## src/agc_rx_cfg.svh

```systemverilog
`ifndef AGC_RX_CFG_SVH
`define AGC_RX_CFG_SVH

// Register offsets (byte addresses on the serial configuration port)
`define OFS_AGC_CONFIG_0 8'h33
`define OFS_AGC_CONFIG_1 8'h34
`define OFS_AGC_THRESHOLDS 8'h35
`define OFS_DIGITAL_RECEIVER_CONFIG 8'h36
`define OFS_RSSI_PEAK_START_DELAY 8'h37

// Reset values
`define RST_AGC_CONFIG_0 8'h2b
`define RST_AGC_CONFIG_1 8'h03
`define RST_AGC_THRESHOLDS 8'h08
`define RST_DIGITAL_RECEIVER_CONFIG 8'h40
`define RST_RSSI_PEAK_START_DELAY 8'h00

// Writable bit masks; everything else reads zero
`define MASK_AGC_CONFIG_0 8'h7f
`define MASK_AGC_CONFIG_1 8'h03
`define MASK_FULL 8'hff

// Field positions
`define POS_RSSI_GAIN_CORR 4
`define POS_HYSTERESIS 2
`define POS_GAIN_SELECT 0
`define POS_UPPER_STEP 4
`define POS_LOWER_STEP 0
`define POS_RX_REINIT 7
`define POS_FRAMER_REINIT 6
`define POS_LINE_CODE 4
`define POS_CHIP_INVERT 3
`define POS_EXT_INVERT 2
`define POS_AAF_BYPASS 1
`define POS_AAF_CORNER 0

// Thresholds and gain correction in units of 0.1 dB
`define UPPER_BASE_TENTH_DB 10'h100
`define STEP_TENTH_DB 10'h010
`define GAIN_CORR_BASE_TENTH_DB 8'h91
`define GAIN_CORR_STEP_TENTH_DB 8'h05

// Fixed peak detector latencies after the programmed delay, in bit periods
`define PEAK_LATENCY_T1 4'h2
`define PEAK_LATENCY_T2 4'h1

`endif

```

## src/agc_rx_pkg.sv

```systemverilog
package agc_rx_pkg;

  typedef enum logic [1:0] {
    GAIN_ZERO_DB = 2'h0,
    GAIN_MINUS_15_DB = 2'h1,
    GAIN_MINUS_30_DB = 2'h2,
    GAIN_AUTOMATIC = 2'h3
  } gain_mode_type;

  typedef enum logic [1:0] {
    CODE_MANCHESTER = 2'h0,
    CODE_DIFF_MANCHESTER = 2'h1,
    CODE_BIPHASE_SPACE = 2'h2,
    CODE_BIPHASE_MARK = 2'h3
  } line_code_type;

  typedef struct packed {
    logic [2:0] rssiGainCorrection;
    logic [1:0] gainThresholdHysteresis;
    gain_mode_type gainControlSelect;
    logic [1:0] gainThresholdOffset;
    logic [3:0] upperAttackStep;
    logic [3:0] lowerAttackStep;
  } agc_cfg_type;

  typedef struct packed {
    logic rxReinitOnEnd;
    logic framerReinitOnCycle;
    line_code_type lineCode;
    logic chipDataInvert;
    logic externalDataInvert;
    logic antialiasBypass;
    logic antialiasCornerSelect;
  } rx_cfg_type;

  typedef struct packed {
    // Upper sum reaches 113.5 dB, one bit more than the lower threshold and hysteresis
    logic [10:0] upperThreshold;
    logic [9:0] lowerThreshold;
    logic [9:0] hysteresis;
    logic [7:0] rssiGainCorrection;
    logic [5:0] fixedGainAtten;
    logic automaticGain;
  } agc_derived_type;

endpackage

```

## src/peak_capture_timer.sv

```systemverilog
`timescale 1ns/1ps
`include "agc_rx_cfg.svh"

module peak_capture_timer (
  // Clock and reset
  input wire logic clk,
  input wire logic nrst,
  // Receiver timing
  input wire logic frameSync,
  input wire logic bitStrobe,
  input wire logic rxReinit,
  input wire logic [7:0] peakCaptureDelay,
  // Capture window
  output logic captureEnable
);

  logic [8:0] count_q;
  logic armed_q;
  logic [8:0] target;

  // Programmed bit delay plus the fixed filter and computation latencies
  assign target = {1'b0, peakCaptureDelay} + {5'h00, `PEAK_LATENCY_T1} + {5'h00, `PEAK_LATENCY_T2};

  always_ff @(posedge clk) begin
    if (!nrst) begin
      armed_q <= 1'b0;
      count_q <= 9'h000;
    end else if (rxReinit) begin
      armed_q <= 1'b0;
      count_q <= 9'h000;
    end else if (frameSync) begin
      armed_q <= 1'b1;
      count_q <= 9'h000;
    end else if (armed_q && bitStrobe && count_q != target) begin
      count_q <= count_q + 9'h001;
    end
  end

  always_ff @(posedge clk) begin
    if (!nrst) begin
      captureEnable <= 1'b0;
    end else begin
      captureEnable <= armed_q && !frameSync && !rxReinit && count_q == target;
    end
  end

endmodule

```

## src/agc_rx_config.sv

```systemverilog
// Functional notes
// - Gain correction 14.5 to 18.0 dB, reset 2
// - Hysteresis 12.8/17.1/21.3/25.6 dB, reset 2
// - Threshold offset 25.5 to 63.9 dB, reset 3
// - Upper threshold: offset plus 25.6 plus 1.6*step
// - Lower threshold: offset plus 1.6*step, reset 8
// - Reinit receiver at end or sync loss
// - Reinit framer at polling cycle start
// - Line code selects decoder, reset Manchester
// - Invert chip data for output and decoder
// - Invert external data and matched-filter data
// - Anti-alias bypass and 40/80 kHz corner
// - Peak capture delayed 0 to 255 bits
// - Add fixed latencies to capture start
`timescale 1ns/1ps
`include "agc_rx_cfg.svh"

module agc_rx_config (
  // Clock and reset
  input wire logic clk,
  input wire logic nrst,
  // Configuration port
  input wire logic cfgWrite,
  input wire logic cfgRead,
  input wire logic [7:0] cfgAddr,
  input wire logic [7:0] cfgWdata,
  output logic [7:0] cfgRdata,
  output logic cfgHit,
  // Receiver events
  input wire logic endOfMessage,
  input wire logic symbolSyncLost,
  input wire logic cycleStart,
  input wire logic runModeSelfPolling,
  input wire logic frameSync,
  input wire logic bitStrobe,
  // Baseband data
  input wire logic chipDataRaw,
  input wire logic dataRaw,
  input wire logic matchedFilterDataRaw,
  output logic chipDataOut,
  output logic decoderData,
  output logic dataOut,
  output logic matchedFilterDataOut,
  // Configuration to the datapath
  output agc_rx_pkg::agc_cfg_type agcCfg,
  output agc_rx_pkg::rx_cfg_type rxCfg,
  output agc_rx_pkg::agc_derived_type agcDerived,
  output logic rxReinit,
  output logic framerReinit,
  output logic wakeUpDataInSearch,
  output logic peakCaptureEnable
);

  logic [7:0] agcConfig0_q;
  logic [7:0] agcConfig1_q;
  logic [7:0] agcThresholds_q;
  logic [7:0] rxConfig_q;
  logic [7:0] peakDelay_q;
  logic [9:0] offsetTenths;
  logic [7:0] readData_d;
  logic readHit_d;

  // Writes land only in defined bits, so unused bits stay zero
  always_ff @(posedge clk) begin
    if (!nrst) begin
      agcConfig0_q <= `RST_AGC_CONFIG_0;
    end else if (cfgWrite && cfgAddr == `OFS_AGC_CONFIG_0) begin
      agcConfig0_q <= cfgWdata & `MASK_AGC_CONFIG_0;
    end
  end

  always_ff @(posedge clk) begin
    if (!nrst) begin
      agcConfig1_q <= `RST_AGC_CONFIG_1;
    end else if (cfgWrite && cfgAddr == `OFS_AGC_CONFIG_1) begin
      agcConfig1_q <= cfgWdata & `MASK_AGC_CONFIG_1;
    end
  end

  always_ff @(posedge clk) begin
    if (!nrst) begin
      agcThresholds_q <= `RST_AGC_THRESHOLDS;
    end else if (cfgWrite && cfgAddr == `OFS_AGC_THRESHOLDS) begin
      agcThresholds_q <= cfgWdata & `MASK_FULL;
    end
  end

  always_ff @(posedge clk) begin
    if (!nrst) begin
      rxConfig_q <= `RST_DIGITAL_RECEIVER_CONFIG;
    end else if (cfgWrite && cfgAddr == `OFS_DIGITAL_RECEIVER_CONFIG) begin
      rxConfig_q <= cfgWdata & `MASK_FULL;
    end
  end

  always_ff @(posedge clk) begin
    if (!nrst) begin
      peakDelay_q <= `RST_RSSI_PEAK_START_DELAY;
    end else if (cfgWrite && cfgAddr == `OFS_RSSI_PEAK_START_DELAY) begin
      peakDelay_q <= cfgWdata & `MASK_FULL;
    end
  end

  // Read mux; unmapped addresses answer zero with no hit
  always_comb begin
    readData_d = 8'h00;
    readHit_d = 1'b1;
    case (cfgAddr)
      `OFS_AGC_CONFIG_0: readData_d = agcConfig0_q & `MASK_AGC_CONFIG_0;
      `OFS_AGC_CONFIG_1: readData_d = agcConfig1_q & `MASK_AGC_CONFIG_1;
      `OFS_AGC_THRESHOLDS: readData_d = agcThresholds_q;
      `OFS_DIGITAL_RECEIVER_CONFIG: readData_d = rxConfig_q;
      `OFS_RSSI_PEAK_START_DELAY: readData_d = peakDelay_q;
      default: readHit_d = 1'b0;
    endcase
  end

  always_ff @(posedge clk) begin
    if (!nrst) begin
      cfgRdata <= 8'h00;
      cfgHit <= 1'b0;
    end else if (cfgRead) begin
      cfgRdata <= readData_d;
      cfgHit <= readHit_d;
    end else begin
      cfgHit <= 1'b0;
    end
  end

  // Field unpacking
  always_comb begin
    agcCfg.rssiGainCorrection = agcConfig0_q[`POS_RSSI_GAIN_CORR +: 3];
    agcCfg.gainThresholdHysteresis = agcConfig0_q[`POS_HYSTERESIS +: 2];
    agcCfg.gainControlSelect = agc_rx_pkg::gain_mode_type'(agcConfig0_q[`POS_GAIN_SELECT +: 2]);
    agcCfg.gainThresholdOffset = agcConfig1_q[1:0];
    agcCfg.upperAttackStep = agcThresholds_q[`POS_UPPER_STEP +: 4];
    agcCfg.lowerAttackStep = agcThresholds_q[`POS_LOWER_STEP +: 4];
  end

  always_comb begin
    rxCfg.rxReinitOnEnd = rxConfig_q[`POS_RX_REINIT];
    rxCfg.framerReinitOnCycle = rxConfig_q[`POS_FRAMER_REINIT];
    rxCfg.lineCode = agc_rx_pkg::line_code_type'(rxConfig_q[`POS_LINE_CODE +: 2]);
    rxCfg.chipDataInvert = rxConfig_q[`POS_CHIP_INVERT];
    rxCfg.externalDataInvert = rxConfig_q[`POS_EXT_INVERT];
    rxCfg.antialiasBypass = rxConfig_q[`POS_AAF_BYPASS];
    rxCfg.antialiasCornerSelect = rxConfig_q[`POS_AAF_CORNER];
  end

  // Threshold offset table in tenths of a dB
  always_comb begin
    case (agcCfg.gainThresholdOffset)
      2'h0: offsetTenths = 10'h0ff;
      2'h1: offsetTenths = 10'h17f;
      2'h2: offsetTenths = 10'h1ff;
      2'h3: offsetTenths = 10'h27f;
      default: offsetTenths = 10'h0ff;
    endcase
  end

  // Derived values kept in flip-flops; tenths of a dB avoid fractional math
  always_ff @(posedge clk) begin
    if (!nrst) begin
      agcDerived <= '0;
    end else begin
      agcDerived.upperThreshold <= 11'(offsetTenths) + 11'(`UPPER_BASE_TENTH_DB)
        + 11'(agcCfg.upperAttackStep * `STEP_TENTH_DB);
      agcDerived.lowerThreshold <= offsetTenths + 10'(agcCfg.lowerAttackStep * `STEP_TENTH_DB);
      agcDerived.rssiGainCorrection <= `GAIN_CORR_BASE_TENTH_DB
        + 8'(agcCfg.rssiGainCorrection * `GAIN_CORR_STEP_TENTH_DB);
      case (agcCfg.gainThresholdHysteresis)
        2'h0: agcDerived.hysteresis <= 10'h080;
        2'h1: agcDerived.hysteresis <= 10'h0ab;
        2'h2: agcDerived.hysteresis <= 10'h0d5;
        default: agcDerived.hysteresis <= 10'h100;
      endcase
      case (agcCfg.gainControlSelect)
        agc_rx_pkg::GAIN_ZERO_DB: begin
          agcDerived.fixedGainAtten <= 6'h00;
          agcDerived.automaticGain <= 1'b0;
        end
        agc_rx_pkg::GAIN_MINUS_15_DB: begin
          agcDerived.fixedGainAtten <= 6'h0f;
          agcDerived.automaticGain <= 1'b0;
        end
        agc_rx_pkg::GAIN_MINUS_30_DB: begin
          agcDerived.fixedGainAtten <= 6'h1e;
          agcDerived.automaticGain <= 1'b0;
        end
        default: begin
          agcDerived.fixedGainAtten <= 6'h00;
          agcDerived.automaticGain <= 1'b1;
        end
      endcase
    end
  end

  // Reinit strobes are registered; each follows its gated triggering event one cycle later, for as long as it lasts
  always_ff @(posedge clk) begin
    if (!nrst) begin
      rxReinit <= 1'b0;
      framerReinit <= 1'b0;
    end else begin
      rxReinit <= rxCfg.rxReinitOnEnd && (endOfMessage || symbolSyncLost);
      framerReinit <= rxCfg.framerReinitOnCycle && runModeSelfPolling && cycleStart;
    end
  end

  assign wakeUpDataInSearch = !rxCfg.framerReinitOnCycle;

  // Registered data paths; one cycle of latency on all four
  always_ff @(posedge clk) begin
    if (!nrst) begin
      chipDataOut <= 1'b0;
      decoderData <= 1'b0;
      dataOut <= 1'b0;
      matchedFilterDataOut <= 1'b0;
    end else begin
      chipDataOut <= chipDataRaw ^ rxCfg.chipDataInvert;
      decoderData <= chipDataRaw ^ rxCfg.chipDataInvert;
      dataOut <= dataRaw ^ rxCfg.externalDataInvert;
      matchedFilterDataOut <= matchedFilterDataRaw ^ rxCfg.externalDataInvert;
    end
  end

  peak_capture_timer peakTimer (
    .clk(clk),
    .nrst(nrst),
    .frameSync(frameSync),
    .bitStrobe(bitStrobe),
    .rxReinit(rxReinit),
    .peakCaptureDelay(peakDelay_q),
    .captureEnable(peakCaptureEnable)
  );

endmodule

```

## config.mk

```make
export PLATFORM = sky130hd
export DESIGN_NAME = agc_rx_config
export DESIGN_NICKNAME = d
export VERILOG_FILES = /design/src/agc_rx_pkg.sv /design/src/peak_capture_timer.sv /design/src/agc_rx_config.sv
export VERILOG_INCLUDE_DIRS = /design/src
export SDC_FILE = /design/constraint.sdc
export NUM_CORES = 1
export LEC_CHECK = 0
export BUFFER_PORTS_ARGS = -buffer_cell sky130_fd_sc_hd__buf_4
export CORE_AREA = 2 2 106 108
export CTS_BUF_LIST = sky130_fd_sc_hd__clkbuf_8
export CTS_CLUSTER_SIZE = 16
export DETAILED_ROUTE_END_ITERATION = 8
export DIE_AREA = 0 0 108 110
export SYNTH_ARGS = -nofsm -noshare
export SYNTH_HDL_FRONTEND = slang
export SYNTH_SLANG_ARGS = --single-unit
```

## constraint.sdc

```tcl
create_clock -name clk -period 2.9 [get_ports clk]
set_input_delay 0.58 -clock clk [delete_from_list [all_inputs] [get_ports clk]]
set_output_delay 0.58 -clock clk [all_outputs]
set_load 0.03 [all_outputs]
```

==> summary.md, run 1 <==
| Metric | Value |
|---|---|
| Hold_buf cts | 0 |
| Pint | around 1.8 mW |
| Synth area leader | dfxtp_1 |
| Final hold violation count | 0 |
| Ys async rst share | 0% |
| MaxCap Viol Count | 0 |
| CTS buffer count | 9 |
| First-pass GRT wire length | approximately 17000 um |
| Critical path peak fanout | 10 |
| Yosys synthesis warning count | 0 |
| # Post-CTS Setup Buffers | 0 |
| Synth-to-layout area growth | 24.02% |
| Via count | around 3600 |
| Syn avg cell area | 9.414 sq um |
| DR vias/cell | between 5 and 6 |
| Register area share after synthesis | between 40% and 50% |
| Sw Share | a little under a quarter |
| CTS tree | done |
| Worst R2R Setup Slack | between 0.2 and 0.25 ns |
| # nets final | approximately 600 |
| Vias in the first global route | 3300 |
| Die area | approximately 0.012 sq mm |
| Most used DFF post-synth | dfxtp_1 |
| Setup violations, final | 0 |
| Post-synth top area share | about two fifths |
| Post-route ant nets | 0 |
| Post-DP HPWL | approximately 8100 um |
| CP Launch Point | peakDelay_q[0] |
| CP Class | reg2reg |
| Post-cts resize count | 0 |
| Critical path endpoint | peakTimer.count_q[8] |
| Post-DP Area | approximately 0.0052 sq mm |
| # IOs | 117 |
| Port Buffer Count | 114 |
| Shortest period the worst path allows | 2.679 ns |
| Cell count of the worst reg-to-reg path | 8 |
| Setup TNS | 0 ns |
| Register bit total from synthesis | between 80 and 90 |
| DR iter-0 viols | approximately 150 |
| Total power | 2.421 mW |
| GRT overflow | 0 |
| RSZ-0062 raised after global routing | false |
| Most frequent cells in the layout | buf_4 (118), dfxtp_1 (88), nand2_1 (49) |
| Worst setup EP type | flip-flop |
| Clock transition at path regs | 0.09 ns |
| # placed instances | 683 |
| H-tree level count | 3 |
| Worst path required time | ~3.1 ns |
| Wire length per cell | approximately 15 um |
| Synthesized cell area | 0.004387 sq mm |
| Number of synthesized flops with an enable pin | 0 |
| Layout cell share with drive strength beyond 1 | ~29% |
| Net Switching | 0.5743 mW |
| Reg power frac | 51.1% |
| Finished Layout Cells | roughly 700 |
| Routability congestion estimate | 0.8316 |
| Fmax | ~370 MHz |
| CTS max path bufs | 2 |
| Sink Count | between 80 and 90 |
| Reg2Reg Capture Point | peakTimer.count_q[8] |
| Setup crit start kind | flip-flop |
| Core box area | about 0.011 sq mm |
| HP Class | in2reg |
| Fillers | between 1000 and 1500 |
| Status | finished, final reports clean |
| Comb pwr share | a little under 9% |
| Clock power frac | between 30% and 40% |
| Power Density | 445.0 mW/mm^2 |
| VDD IR max | ~0.27 mV |
| Hold slack | roughly 0.45 ns |
| HP Start | endOfMessage |
| First-pass DRT Iterations | 4 |
| Synthesized netlist cell count | 466 |
| Largest net degree at the start of global routing | 39 |
| Starting Density | 41.01% |
| Initial antenna violation count | 0 |
| Final wirelength | between 10000 and 15000 um |
| Clk_skew | approximately 0.0076 ns |
| Design area | between 0.005 and 0.006 sq mm |
| Distinct cells, synth | 61 |
| Die Wd | about 110 um |
| Area contributors post-synth | dfxtp_1 (40%), ha_1 (6.0%), mux2i_1 (5.9%) |
| Row count | 38 |
| Relative max-transition margin | between 60% and 70% |
| Drc violations | 0 |
| Leakage | about 2.3 nW |
| Most common cell after layout, fill and taps aside | buf_4 |
| Ant. Diodes | 0 |
| Worst slew pin tran | ~0.60 ns |
| Data arrival time of the critical path | 2.91 ns |
| DIE HEIGHT | between 100 and 150 um |
| Worst-skew pair later-pin latency | about 0.35 ns |
| RR Startpoint | peakDelay_q[0] |
| Final max-slew violation count | 0 |
| Root Driver | clkbuf_8 |
| Fin crit share | just over 90% |
| Overall routing resource usage | 18.49% |
[how the worst min path moves through the flow]
| stage | to | slack [ns] | cells past startpoint |
|---|---|---|---|
| 2_1_floorplan | peakTimer.armed_q | 0.45 | 2 |
| 3_3_place_gp | cfgRdata[4] | 0.45 | 2 |
| 3_5_place_dp | cfgRdata[3] | 0.45 | 2 |
| 4_1_cts | rxReinit | 0.43 | 2 |
| 5_1_grt | rxReinit | 0.43 | 2 |
| 6_report | rxReinit | 0.45 | 2 |
[cell type report]
type,count,area [sq um],share of cell area [%]
clock buffer,11,151.4,2.783
sequential,88,1762,32.38
timing repair buffer,119,905.9,16.65
inverter,19,71.32,1.311
multi-input combinational,317,2296,42.20
tap,140,175.2,3.220
clock inverter,5,78.83,1.449
[synthesized netlist by cell type (3+ instances only)]
library cell and instances:
or3_1 8, nand2_1 49, dfxtp_1 88, a31oi_1 4, nand3_1 29, mux2_2 4
xnor2_1 9, a211oi_2 5, a222oi_1 5, buf_4 21, nor3_1 5, o211ai_1 3
mux2i_1 26, nor3b_1 5, o31a_1 3, nor2_1 8, and2_1 18, nand2b_1 6
inv_1 19, a21oi_1 5, xor2_1 9, nor2b_1 26, clkbuf_1 15, ha_1 21
nor4_1 3, buf_2 5, o21ai_0 12, a21boi_0 14
[routing by layer]
metal | GRT usage [%] | wire length (um)
met2 | 31.18 | 5321
met4 | 7.875 | 178
met1 | 23.84 | 4836
met3 | 2.528 | 457
met5 | 0 | 0
[worst max-delay path, cell delays in order (launching register included)]
cell      delay, ns
dfxtp_1        0.42
inv_1          0.16
ha_1           0.34
nor3b_1        0.36
nor3_1         0.09
or4_4          0.55
a21boi_4       0.36
a211oi_2       0.14
mux2i_1        0.15
[power by group through the flow]
| stage | Combinational, mW | Clock [mW] | Sequential [mW] |
|---|---|---|---|
| 3_5_place_dp | 0.217 | 0 | 1.27 |
| 4_1_cts | 0.218 | 0.987 | 1.24 |
| 3_3_place_gp | 0.217 | 0 | 1.27 |
| 6_report | 0.216 | 0.967 | 1.24 |
| 2_1_floorplan | 0.0955 | 0 | 1.30 |
| 5_1_grt | 0.233 | 1.04 | 1.24 |
[sequential cells by signal, indices dropped and copies added (netlist names)]
register,count
cfgRdata,8
agcDerived,30
peakDelay_q,8
rxReinit,1
agcConfig1_q,2
dataOut,1
peakTimer.armed_q,1
peakTimer.captureEnable,1
agcThresholds_q,8
rxCfg,8
peakTimer.count_q,9
cfgHit,1
agcConfig0_q,7
framerReinit,1
decoderData,1
matchedFilterDataOut,1
[through the flow]
stage          utilization [%]  setup slack [ns]
6_report                 50.85            0.2212
5_1_grt                  50.85           0.03745
4_1_cts                  50.85            0.2236
3_5_place_dp             48.70            0.2328
3_3_place_gp             48.70            0.2619
2_1_floorplan                -            0.6450
[cell families (layout without fill, tap and decap cells)]
group                      count (synthesis)  in the layout  synth area share (%)
and+or+nand+nor                          172            172                 20.99
DFF                                       88             88                 40.16
AOI/OAI and AO/OA                         72             72                 13.78
buffers and inverters                     62            154                 7.587
muxes                                     32             32                 7.815
adders and majority gates                 21             21                 5.990
xor gates and xnor gates                  18             18                 3.594
other                                      1              2               0.08549
Power figures use the tool's default switching activity.
==> inputs of run 2 (changes only) <==
- BUFFER_PORTS_ARGS: -buffer_cell sky130_fd_sc_hd__buf_4 -> default
- DONT_BUFFER_PORTS: default -> 1
==> run 2 against run 1 <==
Compared with the run above: sequential share of layout area grew 6.1 points; clock skew grew 0.0028 ns; combinational power shrank 70%; clock power shrank 9.9%; die area is the same; first-iteration DRC count grew 30%; power shrank 8.1%; via count shrank 10%; sequential power grew 4%; setup slack gained 0.093 ns; flip-flop and latch count is the same; critical path type unchanged.
==> summary.md, run 2 (synthesis results as in run 1) <==
| Metric | Value |
|---|---|
| CTS tree | done |
| # IOs | 117 (unchanged) |
| Routability congestion estimate | 0.8061 (-3.1%) |
| Die Wd | 108 um (unchanged) |
| Biggest registers after layout | agcDerived x30, peakTimer.count_q x9 |
| Met1 usage | 20.42% (-3.4 points) |
| Reg2Reg Capture Point | peakTimer.count_q[5] |
| Wire length per cell | 17.32 um (+12%) |
| Via count | 3211 (-10%) |
| Synth-to-layout area growth | 4.392% |
| Critical path peak fanout | 12 (+2) |
| Core box area | 0.01070 sq mm (unchanged) |
| Setup violations, final | 0 (unchanged) |
| Total power | 2.224 mW (-8.1%) |
| Critical path endpoint | peakTimer.count_q[5] |
| Cell count of the worst reg-to-reg path | 8 (unchanged) |
| HP Class | in2reg |
| Initial antenna violation count | 0 (unchanged) |
| Post-cts resize count | 0 (unchanged) |
| Worst slew pin tran | 0.8609 ns (+0.2623 ns) |
| DR iter-0 viols | 199 (+30%) |
| Final max-slew violation count | 0 (unchanged) |
| Post-route ant nets | 0 (unchanged) |
| H-tree level count | 3 (unchanged) |
| Worst-skew pair later-pin latency | 0.37 ns (+0.02 ns) |
| Status | finished, final reports clean |
| MaxCap Viol Count | 0 (unchanged) |
| Post-DP HPWL | 7452 um (-7.8%) |
| CP top delay family | compound AO/OA/AOI/OAI gates |
| Most frequent cells in the layout | dfxtp_1 (87), nand2_1 (49), nand3_1 (29) |
| Crit-path cells | inv_1, ha_1, nor3b_1, o311ai_1, o41ai_1, a21o_1, a2111oi_2, mux2i_1 |
| CP Buf/Inv Count | 1 (unchanged) |
| Layout cell share with drive strength beyond 1 | 11.36% (-17 points) |
| VDD IR max | 0.1794 mV (-33%) |
| Final wirelength | 10200 um (-5.5%) |
| Leakage | 1.720 nW (-25%) |
| Fillers | 1070 (+6.0%) |
| Met2 usage | 29.02% (-2.2 points) |
| DR vias/cell | 5.452 (+6.4%) |
| HP Start | nrst |
| Root Driver | clkbuf_8 |
| Port Buffer Count | 0 (-100%) |
| Sink Count | 88 (unchanged) |
| Fmax | 386.7 MHz (+3.6%) |
| Overall routing resource usage | 17.19% (-1.3 points) |
| CTS buffer count | 9 (unchanged) |
| Max incr delay on CP | 0.52 ns (-0.03 ns) |
| Worst path required time | 3.20 ns (+0.06 ns) |
| Hold_buf cts | 0 (unchanged) |
| Fin crit share | 89.16% (-3.2 points) |
| Data arrival time of the critical path | 2.89 ns (-0.02 ns) |
| Largest net degree at the start of global routing | 75 (+92%) |
| First-pass DRT Iterations | 4 (unchanged) |
| Setup crit start kind | flip-flop |
| RR Startpoint | peakDelay_q[0] |
| Busiest grt layer | met2 |
| CTS max path bufs | 2 (unchanged) |
| Ant. Diodes | 0 (unchanged) |
| Max reg flops | 30 (unchanged) |
| Worst R2R Setup Slack | 0.31 ns (+0.09 ns) |
| Shortest period the worst path allows | 2.586 ns (-0.09304 ns) |
| GRT overflow | 0 (unchanged) |
| Biggest register | agcDerived |
| Stages on worst setup path | 8 (unchanged) |
| Die area | 0.01188 sq mm (unchanged) |
| Starting Density | 41.01% (unchanged) |
| CP Launch Point | peakDelay_q[0] |
| Setup TNS | 0 ns (unchanged) |
| Drc violations | 0 (unchanged) |
| First-pass GRT wire length | 15720 um (-7.2%) |
| Clock transition at path regs | 0.09 ns (about the same) |
| Most common cell after layout, fill and taps aside | dfxtp_1 |
| Relative max-transition margin | 42.53% (-18 points) |
| DIE HEIGHT | 110 um (unchanged) |
| Met3 Use GR | 5.056% (+2.5 points) |
| Row count | 38 (unchanged) |
| Worst path slowest cell | dfxtp_1 |
| Vias in the first global route | 2938 (-11%) |
| Clk_skew | 0.01038 ns (+0.002753 ns) |
| # Post-CTS Setup Buffers | 0 (unchanged) |
| Final hold violation count | 0 (unchanged) |
| Power Density | 485.8 mW/mm^2 (+9.2%) |
| Post-layout util | 42.81% (-8.0 points) |
| Worst setup EP type | flip-flop |
| # nets final | 494 (-18%) |
| RSZ-0062 raised after global routing | false |
| CP Class | reg2reg |
run 2: changes by cell type in the layout (fill, tap and decap cells not counted):
cell,before,now
dfxtp_2,0,1
inv_1,19,20
buf_4,118,8
dfxtp_1,88,87
bufinv_16,2,1
clkbuf_8,11,9
inv_6,0,2
run 2: worst min path at each step:
stage                                       to  slack [ns]  cells after the start
final                           agcDerived[38]        0.24                      0
after global routing            agcDerived[38]        0.22                      0
after CTS                       agcDerived[38]        0.23                      0
after detailed placement  peakTimer.count_q[6]        0.49                      2
after global placement    peakTimer.count_q[6]        0.47                      2
after floorplan              peakTimer.armed_q        0.45                      2
run 2: report_power, final:
group	switching, mW	leakage, nW	internal (mW)
clock	0.471	0.105	0.400
combinational	0.0335	0.897	0.0322
sequential	0.0591	0.718	1.23
total	0.563	1.72	1.66
run 2: metrics by stage:
step	std cells	hold WS (ns)	area [sq um]	setup WS [ns]
final	589	0.2427	4579	0.3142
after global routing	589	0.2231	4579	0.04051
after CTS	589	0.2282	4579	0.3129
after detailed placement	573	0.4852	4385	0.3363
after global placement	573	0.4718	4385	0.4389
after floorplan	467	0.4545	4390	0.6450
run 2: worst reg2reg max path, cell delays in order (launching register included):
cell and delay, ns:
dfxtp_1 0.52, inv_1 0.12, ha_1 0.32, nor3b_1 0.19, o311ai_1 0.28, o41ai_1 0.12
a21o_1 0.34, a2111oi_2 0.42, mux2i_1 0.21
run 2: layout make-up:
type	count	area (sq um)	share of cell area (%)
Clock buffer	9	123.9	2.705
Clock inverter	7	70.07	1.530
Inverter	19	71.32	1.557
Multi-Input combinational cell	317	2296	50.14
Sequential cell	88	1763	38.50
Tap cell	140	175.2	3.825
Timing Repair Buffer	9	80.08	1.749
run 2: per-layer routing:
metal	up-vias	wire, um
met5	-	0
met4	0	175
met3	14	758
met2	76	5067
met1	1564	4199
li1	1557	-
==> inputs of run 3 (changes only) <==
- clock period: 2.9 -> 3.1 ns (I/O delays scaled with it)
==> run 3 against run 2 <==
Compared with the run above: sequential power fell by 7%; largest power group unchanged; clock power fell by 18%; flip-flop and latch count is the same.
==> summary.md, run 3 (synthesis results as in run 1) <==
| Metric | Value |
|---|---|
| Pint | 1.488 mW (-10%) |
| Max reg flops | 30 (unchanged) |
| Worst R2R Setup Slack | 0.51 ns (+0.19 ns) |
| Hold slack | 0.2947 ns (+0.05200 ns) |
| Fin crit share | 83.69% (-5.5 points) |
| Die Wd | 108 um (unchanged) |
| DR iter-0 viols | 253 (+27%) |
| Relative max-transition margin | 42.13% (-0.40 points) |
| Row count | 38 (unchanged) |
| Shortest period the worst path allows | 2.594 ns (+0.008507 ns) |
| Post-DP HPWL | 7265 um (-2.5%) |
| Worst path required time | 3.34 ns (+0.14 ns) |
| Hold_buf cts | 0 (unchanged) |
| First-pass DRT Iterations | 4 (unchanged) |
| Biggest register | agcDerived |
| Layout cell share with drive strength beyond 1 | 10.94% (-0.42 points) |
| Port Buffer Count | 0 (unchanged) |
| Fmax | 385.5 MHz (-0.33%) |
| Post-cts resize count | 0 (unchanged) |
| HP Start | nrst |
| Wire length per cell | 16.93 um (-2.3%) |
| # Post-CTS Setup Buffers | 0 (unchanged) |
| Status | finished, final reports clean |
| Synth-to-layout area growth | 3.508% |
| VDD IR max | 0.2080 mV (+16%) |
| Clock power frac | 36.0% (-3.2 points) |
| Initial antenna violation count | 0 (unchanged) |
| Die area | 0.01188 sq mm (unchanged) |
| CTS max path bufs | 2 (unchanged) |
| DR vias/cell | 5.374 (-1.4%) |
| First-pass GRT wire length | 15370 um (-2.2%) |
| Worst setup EP type | flip-flop |
| Sink Count | 88 (unchanged) |
| Starting Density | 41.01% (unchanged) |
| Post-route ant nets | 0 (unchanged) |
| Total power | 1.977 mW (-11%) |
| Net Switching | 0.4894 mW (-13%) |
| Cell count of the worst reg-to-reg path | 8 (unchanged) |
| CTS buffer count | 9 (unchanged) |
| Root Driver | clkbuf_8 |
| CTS tree | done |
| Setup TNS | 0 ns (unchanged) |
| Most frequent cells in the layout | dfxtp_1 (87), nand2_1 (49), nand3_1 (29) |
| Setup crit start kind | flip-flop |
| RSZ-0062 raised after global routing | false |
| Setup violations, final | 0 (unchanged) |
| Reg2Reg Capture Point | peakTimer.count_q[7] |
| H-tree level count | 3 (unchanged) |
| Final max-slew violation count | 0 (unchanged) |
| Leakage | 1.698 nW (-1.3%) |
| Reg power frac | 60.6% (+2.7 points) |
| Biggest registers after layout | agcDerived x30, peakTimer.count_q x9 |
| Clock transition at path regs | 0.08 ns (about the same) |
| CP Class | reg2reg |
| Worst-skew pair later-pin latency | 0.36 ns (about the same) |
| Drc violations | 0 (unchanged) |
| Ant. Diodes | 0 (unchanged) |
| Routability congestion estimate | 0.8168 (+1.3%) |
| Clk_skew | 0.01089 ns (+0.0005022 ns) |
| Largest net degree at the start of global routing | 75 (unchanged) |
| Overall routing resource usage | 16.79% (-0.40 points) |
| Power Density | 435.5 mW/mm^2 (-10%) |
| Via count | 3160 (-1.6%) |
| Sink of the worst hold path | agcDerived[38] |
| Most common cell after layout, fill and taps aside | dfxtp_1 |
| Final wirelength | 9952 um (-2.4%) |
| DIE HEIGHT | 110 um (unchanged) |
| RR Startpoint | peakDelay_q[0] |
| HP Class | in2reg |
| Data arrival time of the critical path | 2.84 ns (-0.05 ns) |
| Post-layout util | 42.44% (-0.36 points) |
| Critical path peak fanout | 10 (-2) |
| Comb pwr share | 3.4% (+0.4 points) |
| MaxCap Viol Count | 0 (unchanged) |
| Sw Share | 24.75% (-0.57 points) |
| # IOs | 117 (unchanged) |
| Vias in the first global route | 2882 (-1.9%) |
| Worst slew pin tran | 0.8668 ns (+0.005969 ns) |
| GRT overflow | 0 (unchanged) |
| Core box area | 0.01070 sq mm (unchanged) |
| Hold depth | 0 (unchanged) |
| # nets final | 493 (-0.20%) |
| Final hold violation count | 0 (unchanged) |
[run 3: worst max path at each step]
stage | cells after the start | to | startpoint | slack (ns)
CTS | 8 | peakTimer.count_q[6] | peakDelay_q[0] | 0.52
global route | 8 | peakTimer.count_q[7] | peakDelay_q[0] | 0.26
global placement | 8 | peakTimer.count_q[5] | peakDelay_q[0] | 0.62
floorplan | 10 | peakTimer.count_q[6] | peakDelay_q[0] | 0.85
finish | 8 | peakTimer.count_q[7] | peakDelay_q[0] | 0.51
detailed placement | 8 | peakTimer.count_q[7] | peakDelay_q[0] | 0.53
[run 3: per-stage QoR]
step           instances  area [sq um]  worst slack [ns]
4_1_cts              588          4541            0.5231
3_5_place_dp         572          4365            0.5286
2_1_floorplan        467          4390            0.8450
6_report             588          4541            0.5057
5_1_grt              588          4541            0.2562
3_3_place_gp         572          4365            0.6181
[run 3: cell type report]
cell class | instances | area [sq um]
flip-flops and latches | 88 | 1763
multi-input cells | 317 | 2296
inverters | 19 | 71.32
clock inverters | 6 | 37.54
clock buffers | 10 | 137.6
well taps | 140 | 175.2
fillers | 1074 | 6157
repair buffers | 8 | 60.06
[run 3: power by group through the flow]
stage               sequential, mW  combinational, mW  clock, mW
CTS                           1.20             0.0679      0.739
global route                  1.20             0.0728      0.798
global placement              1.23             0.0673          0
detailed placement            1.23             0.0676          0
finish                        1.20             0.0674      0.712
floorplan                     1.22             0.0893          0
[run 3: worst max-delay path, stage by stage (launching register included)]
cell and delay, ns:
dfxtp_1 0.42, inv_1 0.12, ha_1 0.32, nor3b_1 0.32
nor3_1 0.09, or4_4 0.54, a21boi_4 0.37, a211oi_2 0.15
mux2i_1 0.14
[run 3: metal layers]
metal	wire, um	vias to the layer above	GRT usage (%)
met5	0	-	0
met4	177	0	6.410
met3	736	16	6.114
met2	4844	79	27.31
met1	4193	1511	20.35
li1	-	1554	-
